===== src/hw/wdog_pkg.sv =====
// Purpose: constants and types for the watchdog timer unit
// Assumes: 32-bit APB, one word per register, byte addresses below
// Notes:
// Summary of operation
// - 16-bit up counter ticks on cpu clock divided by 2 or 128.
// - two cascaded 8-bit stages; service presets upper, clears lower.
// - after any reset: enabled, count zero, divide-by-2 selected.
// - prescaler_select set switches input from divide-by-2 to divide-by-128.
// - disable only accepted before first end-of-init or service instruction.
// - counting continues during idle unless disabled.
// - overflow without service requests system reset and sets reset flag.
// - service clears low byte, loads high byte from reload value.
// - every service clears the watchdog reset flag.
// - malformed service instruction does not service; raises protection fault.
// - period equals 2^(1+6*sel) times (65536 - reload*256) cpu cycles.
// - counter stops in power down mode.
// - in idle, overflow before wake interrupt still requests reset.
// - count register is read only; writes leave count unchanged.
// - end-of-init clears all reset source flags in control register.
package wdog_pkg;
  localparam logic [11:0] ADDR_CONTROL = 12'h000;
  localparam logic [11:0] ADDR_COUNT = 12'h004;
  localparam logic [11:0] ADDR_COMMAND = 12'h008;
  localparam logic [11:0] ADDR_IRQ_STATUS = 12'h00C;
  localparam logic [11:0] ADDR_IRQ_MASK = 12'h010;
  localparam logic [11:0] ADDR_STATE = 12'h014;
  // control field positions
  localparam int CTL_SEL_BIT = 0;
  localparam int CTL_WDR_BIT = 1;
  localparam int CTL_SWR_BIT = 2;
  localparam int CTL_SHWR_BIT = 3;
  localparam int CTL_LHWR_BIT = 4;
  localparam int CTL_RELOAD_LSB = 8;
  // command encodings; protected form needs key in upper half
  localparam logic [15:0] CMD_KEY = 16'hA55A;
  localparam logic [15:0] CMD_SERVICE = 16'h0001;
  localparam logic [15:0] CMD_DISABLE = 16'h0002;
  localparam logic [15:0] CMD_END_OF_INIT_INSTRUCTION = 16'h0003;
  // irq status bits
  localparam int IRQ_OVF_BIT = 0;
  localparam int IRQ_FAULT_BIT = 1;
  localparam logic [7:0] PRESC_SLOW = 8'h7F;
  localparam logic [7:0] PRESC_FAST = 8'h01;
  localparam logic [15:0] COUNT_RESET = 16'h0000;
  localparam logic [31:0] ZERO_WORD = 32'h0000_0000;
  typedef struct packed {
    logic [7:0] reload;
    logic lhwr;
    logic shwr;
    logic swr;
    logic wdr;
    logic sel;
  } control_s;
  typedef enum logic [0:0] {ST_OPEN, ST_LOCKED} init_e;
endpackage


===== src/hw/watchdog_timer_unit.sv =====
// Purpose: watchdog timer unit with apb register access
// Assumes: reset source flags come from the system reset logic as synced levels
// Notes: idle leaves counting untouched; power down freezes the counter
//
// Local design decisions: the APB slave port and the address map.
`timescale 1ns/100ps
module watchdog_timer_unit (
  input wire logic pclk,
  input wire logic presetn,
  input wire logic clk_en,
  input wire logic psel,
  input wire logic penable,
  input wire logic pwrite,
  input wire logic [11:0] paddr,
  input wire logic [31:0] pwdata,
  input wire logic [3:0] pstrb,
  output logic [31:0] prdata,
  output logic pready,
  output logic pslverr,
  input wire logic power_down,
  input wire logic src_sw_reset,
  input wire logic src_short_hw_reset,
  input wire logic src_long_hw_reset,
  input wire logic src_wdog_reset,
  output logic sys_reset_req,
  output logic protection_fault,
  output logic irq
);
  import wdog_pkg::*;

  logic [1:0] pd_sync_q, pd_sync_d;
  logic [15:0] count_q, count_d;
  logic [7:0] presc_q, presc_d;
  control_s ctl_q, ctl_d;
  logic first_q, first_d;
  init_e init_q, init_d;
  logic enabled_q, enabled_d;
  logic rst_req_q, rst_req_d;
  logic fault_q, fault_d;
  logic [1:0] ists_q, ists_d;
  logic [1:0] imask_q, imask_d;
  logic irq_q, irq_d;
  logic [31:0] rdata_q, rdata_d;
  logic pready_q, pready_d;
  logic pslverr_q, pslverr_d;

  logic wr_acc;
  logic rd_setup;
  logic cmd_wr;
  logic cmd_known;
  logic do_srv;
  logic do_dis;
  logic do_end_of_init_instruction;
  logic counting;
  logic tick;
  logic ovf;
  logic [7:0] presc_max;

  function automatic logic hit(input logic [11:0] a, input logic [11:0] r);
    hit = (a == r);
  endfunction

  // protected form: key in the upper half, code in the lower
  function automatic logic cmd_is(input logic [31:0] w, input logic [15:0] c);
    cmd_is = (w[31:16] == CMD_KEY) && (w[15:0] == c);
  endfunction

  assign wr_acc = psel & penable & pwrite;
  assign rd_setup = psel & ~penable & ~pwrite;
  assign cmd_wr = wr_acc & hit(paddr, ADDR_COMMAND);
  assign cmd_known = cmd_is(pwdata, CMD_SERVICE) | cmd_is(pwdata, CMD_END_OF_INIT_INSTRUCTION)
                     | cmd_is(pwdata, CMD_DISABLE);
  assign do_srv = cmd_wr & cmd_is(pwdata, CMD_SERVICE);
  assign do_end_of_init_instruction = cmd_wr & cmd_is(pwdata, CMD_END_OF_INIT_INSTRUCTION);
  assign do_dis = cmd_wr & cmd_is(pwdata, CMD_DISABLE) & (init_q == ST_OPEN);
  assign presc_max = ctl_q.sel ? PRESC_SLOW : PRESC_FAST;
  assign counting = enabled_q & ~pd_sync_q[1];
  assign tick = counting & (presc_q >= presc_max);
  assign ovf = tick & (count_q == 16'hFFFF);

  // power down pin passes two flops before use
  always_comb begin
    pd_sync_d = {pd_sync_q[0], power_down};
  end

  always_ff @(posedge pclk or negedge presetn) begin
    if (!presetn) begin
      pd_sync_q <= 2'b00;
    end else if (clk_en) begin
      pd_sync_q <= pd_sync_d;
    end
  end

  always_comb begin
    count_d = count_q;
    presc_d = presc_q;
    if (counting) begin
      if (tick) begin
        presc_d = 8'h00;
      end else begin
        presc_d = presc_q + 8'h01;
      end
    end
    if (tick) begin
      count_d[7:0] = count_q[7:0] + 8'h01;
      if (count_q[7:0] == 8'hFF) begin
        count_d[15:8] = count_q[15:8] + 8'h01;
      end
    end
    if (do_srv) begin
      count_d = {ctl_q.reload, 8'h00};
      presc_d = 8'h00;
    end
  end

  // enabled, zero, divide by 2 after reset
  always_ff @(posedge pclk or negedge presetn) begin
    if (!presetn) begin
      count_q <= COUNT_RESET;
      presc_q <= 8'h00;
    end else if (clk_en) begin
      count_q <= count_d;
      presc_q <= presc_d;
    end
  end

  always_comb begin
    ctl_d = ctl_q;
    first_d = 1'b0;
    // reset source flags caught once after release
    if (first_q) begin
      ctl_d.swr = src_sw_reset;
      ctl_d.shwr = src_short_hw_reset;
      ctl_d.lhwr = src_long_hw_reset;
      ctl_d.wdr = src_wdog_reset;
    end
    if (ovf) begin
      ctl_d.wdr = 1'b1;
    end
    if (wr_acc & hit(paddr, ADDR_CONTROL)) begin
      if (pstrb[0]) begin
        ctl_d.sel = pwdata[CTL_SEL_BIT];
      end
      if (pstrb[1]) begin
        ctl_d.reload = pwdata[CTL_RELOAD_LSB +: 8];
      end
    end
    if (do_srv) begin
      ctl_d.wdr = 1'b0;
    end
    if (do_end_of_init_instruction) begin
      ctl_d.wdr = 1'b0;
      ctl_d.swr = 1'b0;
      ctl_d.shwr = 1'b0;
      ctl_d.lhwr = 1'b0;
    end
  end

  always_ff @(posedge pclk or negedge presetn) begin
    if (!presetn) begin
      ctl_q <= '0;
      first_q <= 1'b1;
    end else if (clk_en) begin
      ctl_q <= ctl_d;
      first_q <= first_d;
    end
  end

  always_comb begin
    init_d = init_q;
    enabled_d = enabled_q;
    // either instruction closes the disable window for good
    if (do_srv | do_end_of_init_instruction) begin
      init_d = ST_LOCKED;
    end
    if (do_dis) begin
      enabled_d = 1'b0;
    end
  end

  always_ff @(posedge pclk or negedge presetn) begin
    if (!presetn) begin
      init_q <= ST_OPEN;
      enabled_q <= 1'b1;
    end else if (clk_en) begin
      init_q <= init_d;
      enabled_q <= enabled_d;
    end
  end

  always_comb begin
    rst_req_d = ovf;
    // bad format traps; a late disable is dropped quietly
    fault_d = cmd_wr & ~cmd_known;
  end

  always_ff @(posedge pclk or negedge presetn) begin
    if (!presetn) begin
      rst_req_q <= 1'b0;
      fault_q <= 1'b0;
    end else if (clk_en) begin
      rst_req_q <= rst_req_d;
      fault_q <= fault_d;
    end
  end

  always_comb begin
    ists_d = ists_q;
    imask_d = imask_q;
    if (wr_acc & hit(paddr, ADDR_IRQ_STATUS) & pstrb[0]) begin
      ists_d = ists_q & ~pwdata[1:0];
    end
    if (wr_acc & hit(paddr, ADDR_IRQ_MASK) & pstrb[0]) begin
      imask_d = pwdata[1:0];
    end
    // set after clear, so a new event wins
    if (ovf) begin
      ists_d[IRQ_OVF_BIT] = 1'b1;
    end
    if (fault_d) begin
      ists_d[IRQ_FAULT_BIT] = 1'b1;
    end
    irq_d = |(ists_d & imask_d);
  end

  always_ff @(posedge pclk or negedge presetn) begin
    if (!presetn) begin
      ists_q <= 2'b00;
      imask_q <= 2'b00;
      irq_q <= 1'b0;
    end else if (clk_en) begin
      ists_q <= ists_d;
      imask_q <= imask_d;
      irq_q <= irq_d;
    end
  end

  // read data is caught in the setup cycle and held until the next read
  always_comb begin
    rdata_d = rdata_q;
    if (rd_setup) begin
      case (paddr)
        ADDR_CONTROL: begin
          rdata_d = {16'h0000, ctl_q.reload, 3'b000, ctl_q.lhwr,
                     ctl_q.shwr, ctl_q.swr, ctl_q.wdr, ctl_q.sel};
        end
        ADDR_COUNT: begin
          rdata_d = {16'h0000, count_q};
        end
        ADDR_IRQ_STATUS: begin
          rdata_d = {30'h0, ists_q};
        end
        ADDR_IRQ_MASK: begin
          rdata_d = {30'h0, imask_q};
        end
        ADDR_STATE: begin
          rdata_d = {30'h0, init_q == ST_LOCKED, enabled_q};
        end
        default: begin
          rdata_d = ZERO_WORD;
        end
      endcase
    end
  end

  always_ff @(posedge pclk or negedge presetn) begin
    if (!presetn) begin
      rdata_q <= ZERO_WORD;
    end else if (clk_en) begin
      rdata_q <= rdata_d;
    end
  end

  // no wait states and no error; still taken from a flop like every output
  always_comb begin
    pready_d = 1'b1;
    pslverr_d = 1'b0;
  end

  always_ff @(posedge pclk or negedge presetn) begin
    if (!presetn) begin
      pready_q <= 1'b1;
      pslverr_q <= 1'b0;
    end else if (clk_en) begin
      pready_q <= pready_d;
      pslverr_q <= pslverr_d;
    end
  end

  assign prdata = rdata_q;
  assign pready = pready_q;
  assign pslverr = pslverr_q;
  assign sys_reset_req = rst_req_q;
  assign protection_fault = fault_q;
  assign irq = irq_q;
endmodule


===== config.mk =====
export PLATFORM = sky130hd
export DESIGN_NAME = watchdog_timer_unit
export DESIGN_NICKNAME = d
export VERILOG_FILES = /design/src/hw/wdog_pkg.sv /design/src/hw/watchdog_timer_unit.sv
export SDC_FILE = /design/constraint.sdc
export NUM_CORES = 1
export LEC_CHECK = 0
export ABC_AREA = 1
export BUFFER_PORTS_ARGS = -buffer_cell sky130_fd_sc_hd__buf_2
export CAP_MARGIN = 30
export CORE_MARGIN = 5
export CORE_UTILIZATION = 50
export CTS_BUF_LIST = sky130_fd_sc_hd__clkbuf_4
export DETAILED_ROUTE_END_ITERATION = 6
export PLACE_DENSITY = 0.86
export SLEW_MARGIN = 15
export SYNTH_ARGS = -nofsm -noshare
export SYNTH_HDL_FRONTEND = slang
export SYNTH_SLANG_ARGS = --single-unit

===== constraint.sdc =====
create_clock -name pclk -period 2.7 [get_ports pclk]
set_input_delay 0.54 -clock pclk [delete_from_list [all_inputs] [get_ports pclk]]
set_output_delay 0.54 -clock pclk [all_outputs]
set_load 0.01 [all_outputs]

### After elaboration in Yosys (flattened, before gate mapping)

Index checks and enable logic that the tools add are counted.

| storage, ports and cells | value |
|---|---|
| flip-flop bits (word level) | 81 |
| bits in latches | 0 |
| bits in writable memories | 0 |
| memory bits (read-only) | 0 |
| input port bits | 59 |
| output and inout port bits | 37 |
| logic and storage cells | 99 |
| memories kept | 0 |

| cells by class | value |
|---|---|
| $add $sub $neg | 3 |
| multipliers | 0 |
| div/mod/pow operators | 0 |
| magnitude comparators | 1 |
| equal/unequal tests | 11 |
| shifts and indexed selects | 0 |
| muxes and demuxes | 16 |
| bitwise logic cells | 29 |
| reduce and logical (&&, ||, !) cells | 20 |

Operator list:

| cell | count |
|---|---|
| one-hot mux 16 bit (5 select lines) | 1 |
| equality test 16 bit (second input constant) | 2 |
| equality test 16 x 2 -> 1 bit (second input constant) | 2 |
| two-way mux 16 bit | 2 |
| two-way mux 8 bit | 4 |
| adder 8 x 1 -> 8 bit (second input constant) | 3 |
| equality test 12 x 4 -> 1 bit (second input constant) | 2 |
| equality test 12 x 5 -> 1 bit (second input constant) | 2 |
| AND 1 bit | 18 |
| equality test 16 x 1 -> 1 bit (second input constant) | 1 |
| AND reduction 2 bit | 7 |
| equality test 12 x 3 -> 1 bit (second input constant) | 1 |
| logical NOT 12 bit | 1 |
| AND reduction 3 bit | 3 |
| equality test 8 bit (second input constant) | 1 |
| greater-or-equal comparator 8 x 7 -> 1 bit | 1 |
| two-way mux 4 bit | 2 |
| nonzero test 2 bit | 4 |
| two-way mux 7 bit | 1 |
| NOT 1 bit | 5 |
| AND 2 bit | 2 |
| two-way mux 1 bit | 4 |
| two-way mux 2 bit | 2 |
| nonzero test 4 bit | 1 |
| 4 further kinds | 8 |

### Logic depth before layout (Yosys ltp)

| depth | value |
|---|---|
| depth in word-level cells | 9 |
| mapped depth | 15 |
| gate-level depth less buffers | 15 |

### Worst setup path before layout

OpenSTA, ideal clock, no wires.

| timing | value |
|---|---|
| path type | register to register |
| start | reg ctl_q[0] in the netlist's numbering |
| end | reg count_q[10] |
| arrival | 1.624 ns |
| data required time | 2.584 ns |
| slack | 0.959 ns |
| stages on the path, launching flop included | 13 |
| path buffers | 0 |
| clock period less this slack | 1.741 ns |
| path through | dfrtp_1 -> inv_1 -> ha_1 -> a21oi_1 -> nand2_1 -> nand2_1 -> nand2_1 -> nand2_1 -> o21ai_2 -> nand2_2 -> inv_2 -> nand2_1 -> nand2_1 |

| on the way | value |
|---|---|
| cells in the longest elaborated chain, start to end | 5 |

Ends and longest elaborated chain:

| element | line | RTL |
|---|---|---|
| from (decl) | watchdog_timer_unit.sv:34 | `control_s ctl_q, ctl_d;` |
| from (signal assigned) | watchdog_timer_unit.sv:164 | `ctl_q <= ctl_d;` |
| two-way mux 7 bit | watchdog_timer_unit.sv:76 | `assign presc_max = ctl_q.sel ? PRESC_SLOW : PRESC_FAST;` |
| greater-or-equal comparator 8 x 7 -> 1 bit | watchdog_timer_unit.sv:78 | `assign tick = counting & (presc_q >= presc_max);` |
| AND 1 bit | watchdog_timer_unit.sv:78 |  |
| nonzero test 2 bit (no source line) | - |  |
| AND reduction 3 bit (no source line) | - |  |
| to (signal assigned) | watchdog_timer_unit.sv:122 | `count_q <= count_d;` |
| to (decl) | watchdog_timer_unit.sv:32 | `logic [15:0] count_q, count_d;` |

No other way between the ends.
A chain may end at the register's enable or synchronous reset.

### Final worst setup path

| timing | value |
|---|---|
| start | reg ctl_q[0] in the netlist's numbering |
| end | reg count_q[13] |

The elaborated chain is that of the path after synthesis.

==> out/qor.txt <==
FINISH
---------------------------------------------------------------------------------
Layout Cells excl Fill                                                        781
Fill cell count                                                               761
Proportion of layout cells with a drive suffix above 1                      17.2%
Net total in the final layout                                                 740
Synthesis-to-layout area growth                                             12.8%
Antenna Diode Count                                                             0
Footprint of the flip-flops and latches                               0.00163 mm²
Area occupied by multi-input gates                                    0.00211 mm²

STA
---------------------------------------------------------------------------------
Worst hold slack                                                         0.303 ns
Final number of hold-violating endpoints                                        0
Transition at the pin with the smallest max-transition slack             0.811 ns
RSZ-0062 raised after global routing                                        false
Clock skew after layout                                                 0.0103 ns
Remaining max-slew budget at the tightest pin                               45.9%
Final critical-path share of the clock period                               80.9%
TNS Setup                                                                    0 ns
Final-report max-slew violation count                                           0
Max Clock Freq                                                            458 MHz
Setup Viol. Count Final                                                         0
Final critical path time including I/O delays and setup                   2.18 ns

DIE
---------------------------------------------------------------------------------
Vertical die dimension                                                     101 µm
Effective utilization at floorplan                                          51.1%
Floorplan die area                                                     0.0103 mm²
Count of standard-cell rows                                                    33
Floorplan die width                                                        101 µm
IO Pins                                                                        96
Core area                                                             0.00818 mm²

HOLD PATH
---------------------------------------------------------------------------------
Worst hold path type                                                  in -> async

PLACE
---------------------------------------------------------------------------------
Final Wtd Congestion                                                        0.861
# port buffers                                                                 75
Half-perimeter wire length of the detailed placement result               7620 µm
Number of placed instances, taps included                                     766

CRITICAL PATH
---------------------------------------------------------------------------------
CP startpoint kind                                                           flop
Critical path data required time                                          3.00 ns
Crit. End Element                                                            flop
Peak fanout along the critical path                                             9
Critical register-to-register path startpoint                            ctl_q[0]
Arrival time of data at the critical path endpoint                        2.48 ns
Crit. Startpoint                                                         ctl_q[0]
R2R cell count                                                                 12
Worst Path Class, Setup                                                reg -> reg

GRT
---------------------------------------------------------------------------------
Tot GR Track Use                                                            20.3%
Met3 Use GR                                                                 4.27%
Global-route met2 utilization                                               34.9%
Number of global-route vias before repair                                    3884
Met1 demand-to-capacity share in global routing                             25.6%
Grt peak-use layer                                                           met2
Pin count of the biggest net entering global routing                           66
Wire length of the first global-routing pass                             17100 µm
Gr ovfl total                                                                   0
Number of antenna violations at the first check in global routing               0

SYNTH
---------------------------------------------------------------------------------
Most common flop cell mapped by yosys                                sky130_fd_sc_hd__dfrtp_1
Biggest area consumer among synthesized cells                        sky130_fd_sc_hd__dfrtp_1
Number of different library cells in the post-synthesis netlist                40
Gate count after technology mapping                                           596
Warning count from the yosys run                                                0
Cells taking the most area after synthesis                           sky130_fd_sc_hd__dfrtp_1 (38%), sky130_fd_sc_hd__nand2_1 (19%), sky130_fd_sc_hd__inv_1 (6.6%), sky130_fd_sc_hd__nor2_1 (5.1%), sky130_fd_sc_hd__nand3_1 (4.3%)
Number of enable-type register cells in the synthesized netlist                 0
Average cell area after synthesis                                        7.01 µm²
Async set-reset flop share out of synthesis                                  100%
Area share of the largest cell type after synthesis                         37.7%
Flops & latches, synth                                                         65
Sequential share of the synthesized area                                    39.0%
Post-synthesis instance area                                          0.00418 mm²

CLOCK NETWORK
---------------------------------------------------------------------------------
Number of buffers created by CTS                                                9
Root buffer cell                                                     sky130_fd_sc_hd__clkbuf_4
Clock latency on the worst-skew pair                                      0.40 ns
Post-CTS repair timing setup buffer count                                       0
Clock slew seen by the registers of the worst setup and hold paths        0.10 ns
Quantity of hold-fixing buffers added after cts                                 0
Clk sink count                                                                 65
Post-CTS Resized                                                                0
CTS tree                                                                      yes
H-tree levels                                                                   3
Maximum buffer depth of the clock tree                                          2

POWER AND IR DROP
---------------------------------------------------------------------------------
Highest ir drop seen on vdd                                            0.000195 V
Overall power of the completed layout                                     1910 µW
Power density over the cells                                           405 mW/mm²
Leakage power                                                          0.00257 µW

DETAILED ROUTING
---------------------------------------------------------------------------------
Router iterations before antenna repair                                         5
WL final                                                                  9980 µm
Total via count after detailed routing                                       4030
Number of DRC markers in iteration 0                                          291
Via density per instance                                                     5.16
Routed length per placed instance                                         12.8 µm
Residual antenna-violating net count after detailed routing                     0
Total DRC errors in the routed layout                                           0

JOB
---------------------------------------------------------------------------------
Max-cap viol count                                                              0

RUN STATUS
---------------------------------------------------------------------------------
Status                                                               finished clean

==> cell usage in the layout, fill, tap and decap left out, types with 2 or more instances in the layout <==
| cell | count |
|---|---|
| sky130_fd_sc_hd__a21oi_1 | 10 |
| sky130_fd_sc_hd__a32o_1 | 2 |
| sky130_fd_sc_hd__and3b_1 | 3 |
| sky130_fd_sc_hd__buf_2 | 75 |
| sky130_fd_sc_hd__buf_4 | 4 |
| sky130_fd_sc_hd__bufinv_16 | 2 |
| sky130_fd_sc_hd__clkbuf_4 | 10 |
| sky130_fd_sc_hd__clkinv_1 | 3 |
| sky130_fd_sc_hd__conb_1 | 18 |
| sky130_fd_sc_hd__dfrtp_1 | 63 |
| sky130_fd_sc_hd__dfstp_2 | 2 |
| sky130_fd_sc_hd__ha_1 | 9 |
| sky130_fd_sc_hd__inv_1 | 73 |
| sky130_fd_sc_hd__inv_2 | 5 |
| sky130_fd_sc_hd__nand2_1 | 206 |
| sky130_fd_sc_hd__nand2_4 | 4 |
| sky130_fd_sc_hd__nand3_1 | 36 |
| sky130_fd_sc_hd__nand4_1 | 3 |
| sky130_fd_sc_hd__nor2_1 | 57 |
| sky130_fd_sc_hd__nor2_2 | 3 |
| sky130_fd_sc_hd__nor2_4 | 4 |
| sky130_fd_sc_hd__nor3_1 | 6 |
| sky130_fd_sc_hd__o21ai_0 | 34 |
| sky130_fd_sc_hd__o21ai_1 | 11 |
| sky130_fd_sc_hd__o22ai_1 | 8 |
| sky130_fd_sc_hd__o31ai_1 | 2 |
| sky130_fd_sc_hd__xor2_1 | 9 |
==> sequential cells by signal, indices dropped and copies added (netlist names) <==
name / count
count_q: 16
imask_q: 2
irq: 1
ists_q: 2
pd_sync_q: 2
first_q: 1
presc_q: 8
ctl_q: 13
init_q: 1
sys_reset_req: 1
protection_fault: 1
prdata: 16
enabled_q: 1
==> synth_stat cells (2+ instances only) <==
cell type	n
sky130_fd_sc_hd__nor2_1	57
sky130_fd_sc_hd__nor3_1	6
sky130_fd_sc_hd__inv_2	5
sky130_fd_sc_hd__a21oi_1	10
sky130_fd_sc_hd__o22ai_1	8
sky130_fd_sc_hd__ha_1	9
sky130_fd_sc_hd__dfstp_2	2
sky130_fd_sc_hd__o31ai_1	2
sky130_fd_sc_hd__inv_1	73
sky130_fd_sc_hd__nor2_4	4
sky130_fd_sc_hd__o21ai_0	34
sky130_fd_sc_hd__a32o_1	2
sky130_fd_sc_hd__nand4_1	3
sky130_fd_sc_hd__nand2_4	4
sky130_fd_sc_hd__nand3_1	36
sky130_fd_sc_hd__dfrtp_1	63
sky130_fd_sc_hd__o21ai_1	11
sky130_fd_sc_hd__buf_4	18
sky130_fd_sc_hd__conb_1	2
sky130_fd_sc_hd__xor2_1	9
sky130_fd_sc_hd__buf_6	3
sky130_fd_sc_hd__nor2_2	3
sky130_fd_sc_hd__and3b_1	3
sky130_fd_sc_hd__buf_2	3
sky130_fd_sc_hd__nand2_1	206
sky130_fd_sc_hd__clkbuf_1	6
==> final timing paths <==
check,slack (ns),to
min,0.30,prdata[11]
max reg2reg,0.52,count_q[13]
max,0.52,count_q[13]
min reg2reg,0.47,first_q
min in group pclk,0.34,pd_sync_q[0]
max in group asynchronous,1.86,presc_q[1]
==> per-layer routing <==
metal  vias to the layer above  routed length (µm)
li1                       1990                   -
met1                      1850                4100
met2                       170                4890
met3                        20                 802
met4                         0                 191
met5                         -                   0
==> stage by stage <==
stage	worst slack [ns]	cell area [µm²]	util [%]
finish	0.516	4720	57.7
global route	0.306	4720	57.7
CTS	0.557	4720	57.7
detailed placement	0.411	4570	55.9
global placement	0.487	4570	55.9
floorplan	0.959	4240	-
==> logic make-up after synthesis <==
kind of cell	share of synthesized area (%)
DFF	39.0
adders and majority gates	2.69
xor gates and xnor gates	2.10
AOI/OAI and AO/OA	9.58
buffers and inverters	11.9
and+or+nand+nor	34.5
other	0.180
==> worst max-delay path, cell delays in order, from the launching register on <==
cell,delay [ns]
sky130_fd_sc_hd__dfrtp_1,0.37
sky130_fd_sc_hd__inv_1,0.24
sky130_fd_sc_hd__ha_1,0.32
sky130_fd_sc_hd__nand2_1,0.07
sky130_fd_sc_hd__nand2_1,0.04
sky130_fd_sc_hd__a21oi_1,0.12
sky130_fd_sc_hd__nand2_1,0.13
sky130_fd_sc_hd__nand2_1,0.25
sky130_fd_sc_hd__o21ai_2,0.08
sky130_fd_sc_hd__nand2_2,0.19
sky130_fd_sc_hd__inv_2,0.13
sky130_fd_sc_hd__nand2_1,0.09
sky130_fd_sc_hd__nand2_1,0.05
==> where the power goes <==
group | internal, µW | switching (µW) | leakage (µW)
combinational | 68.7 | 123 | 0.00162
sequential | 1000 | 15.6 | 0.000871
clock | 373 | 330 | 0.0000790
total | 1440 | 469 | 0.00257
==> final cells by class <==
cell class                      count  share of cell area [%]
Clock buffer                       10                    1.59
Clock inverter                      5                    1.51
Inverter                           78                    6.21
Multi-Input combinational cell    439                    44.8
Sequential cell                    65                    34.5
Tap cell                          105                    2.79
Timing Repair Buffer               79                    8.60
No activity file was read; power rests on OpenSTA's default activity.
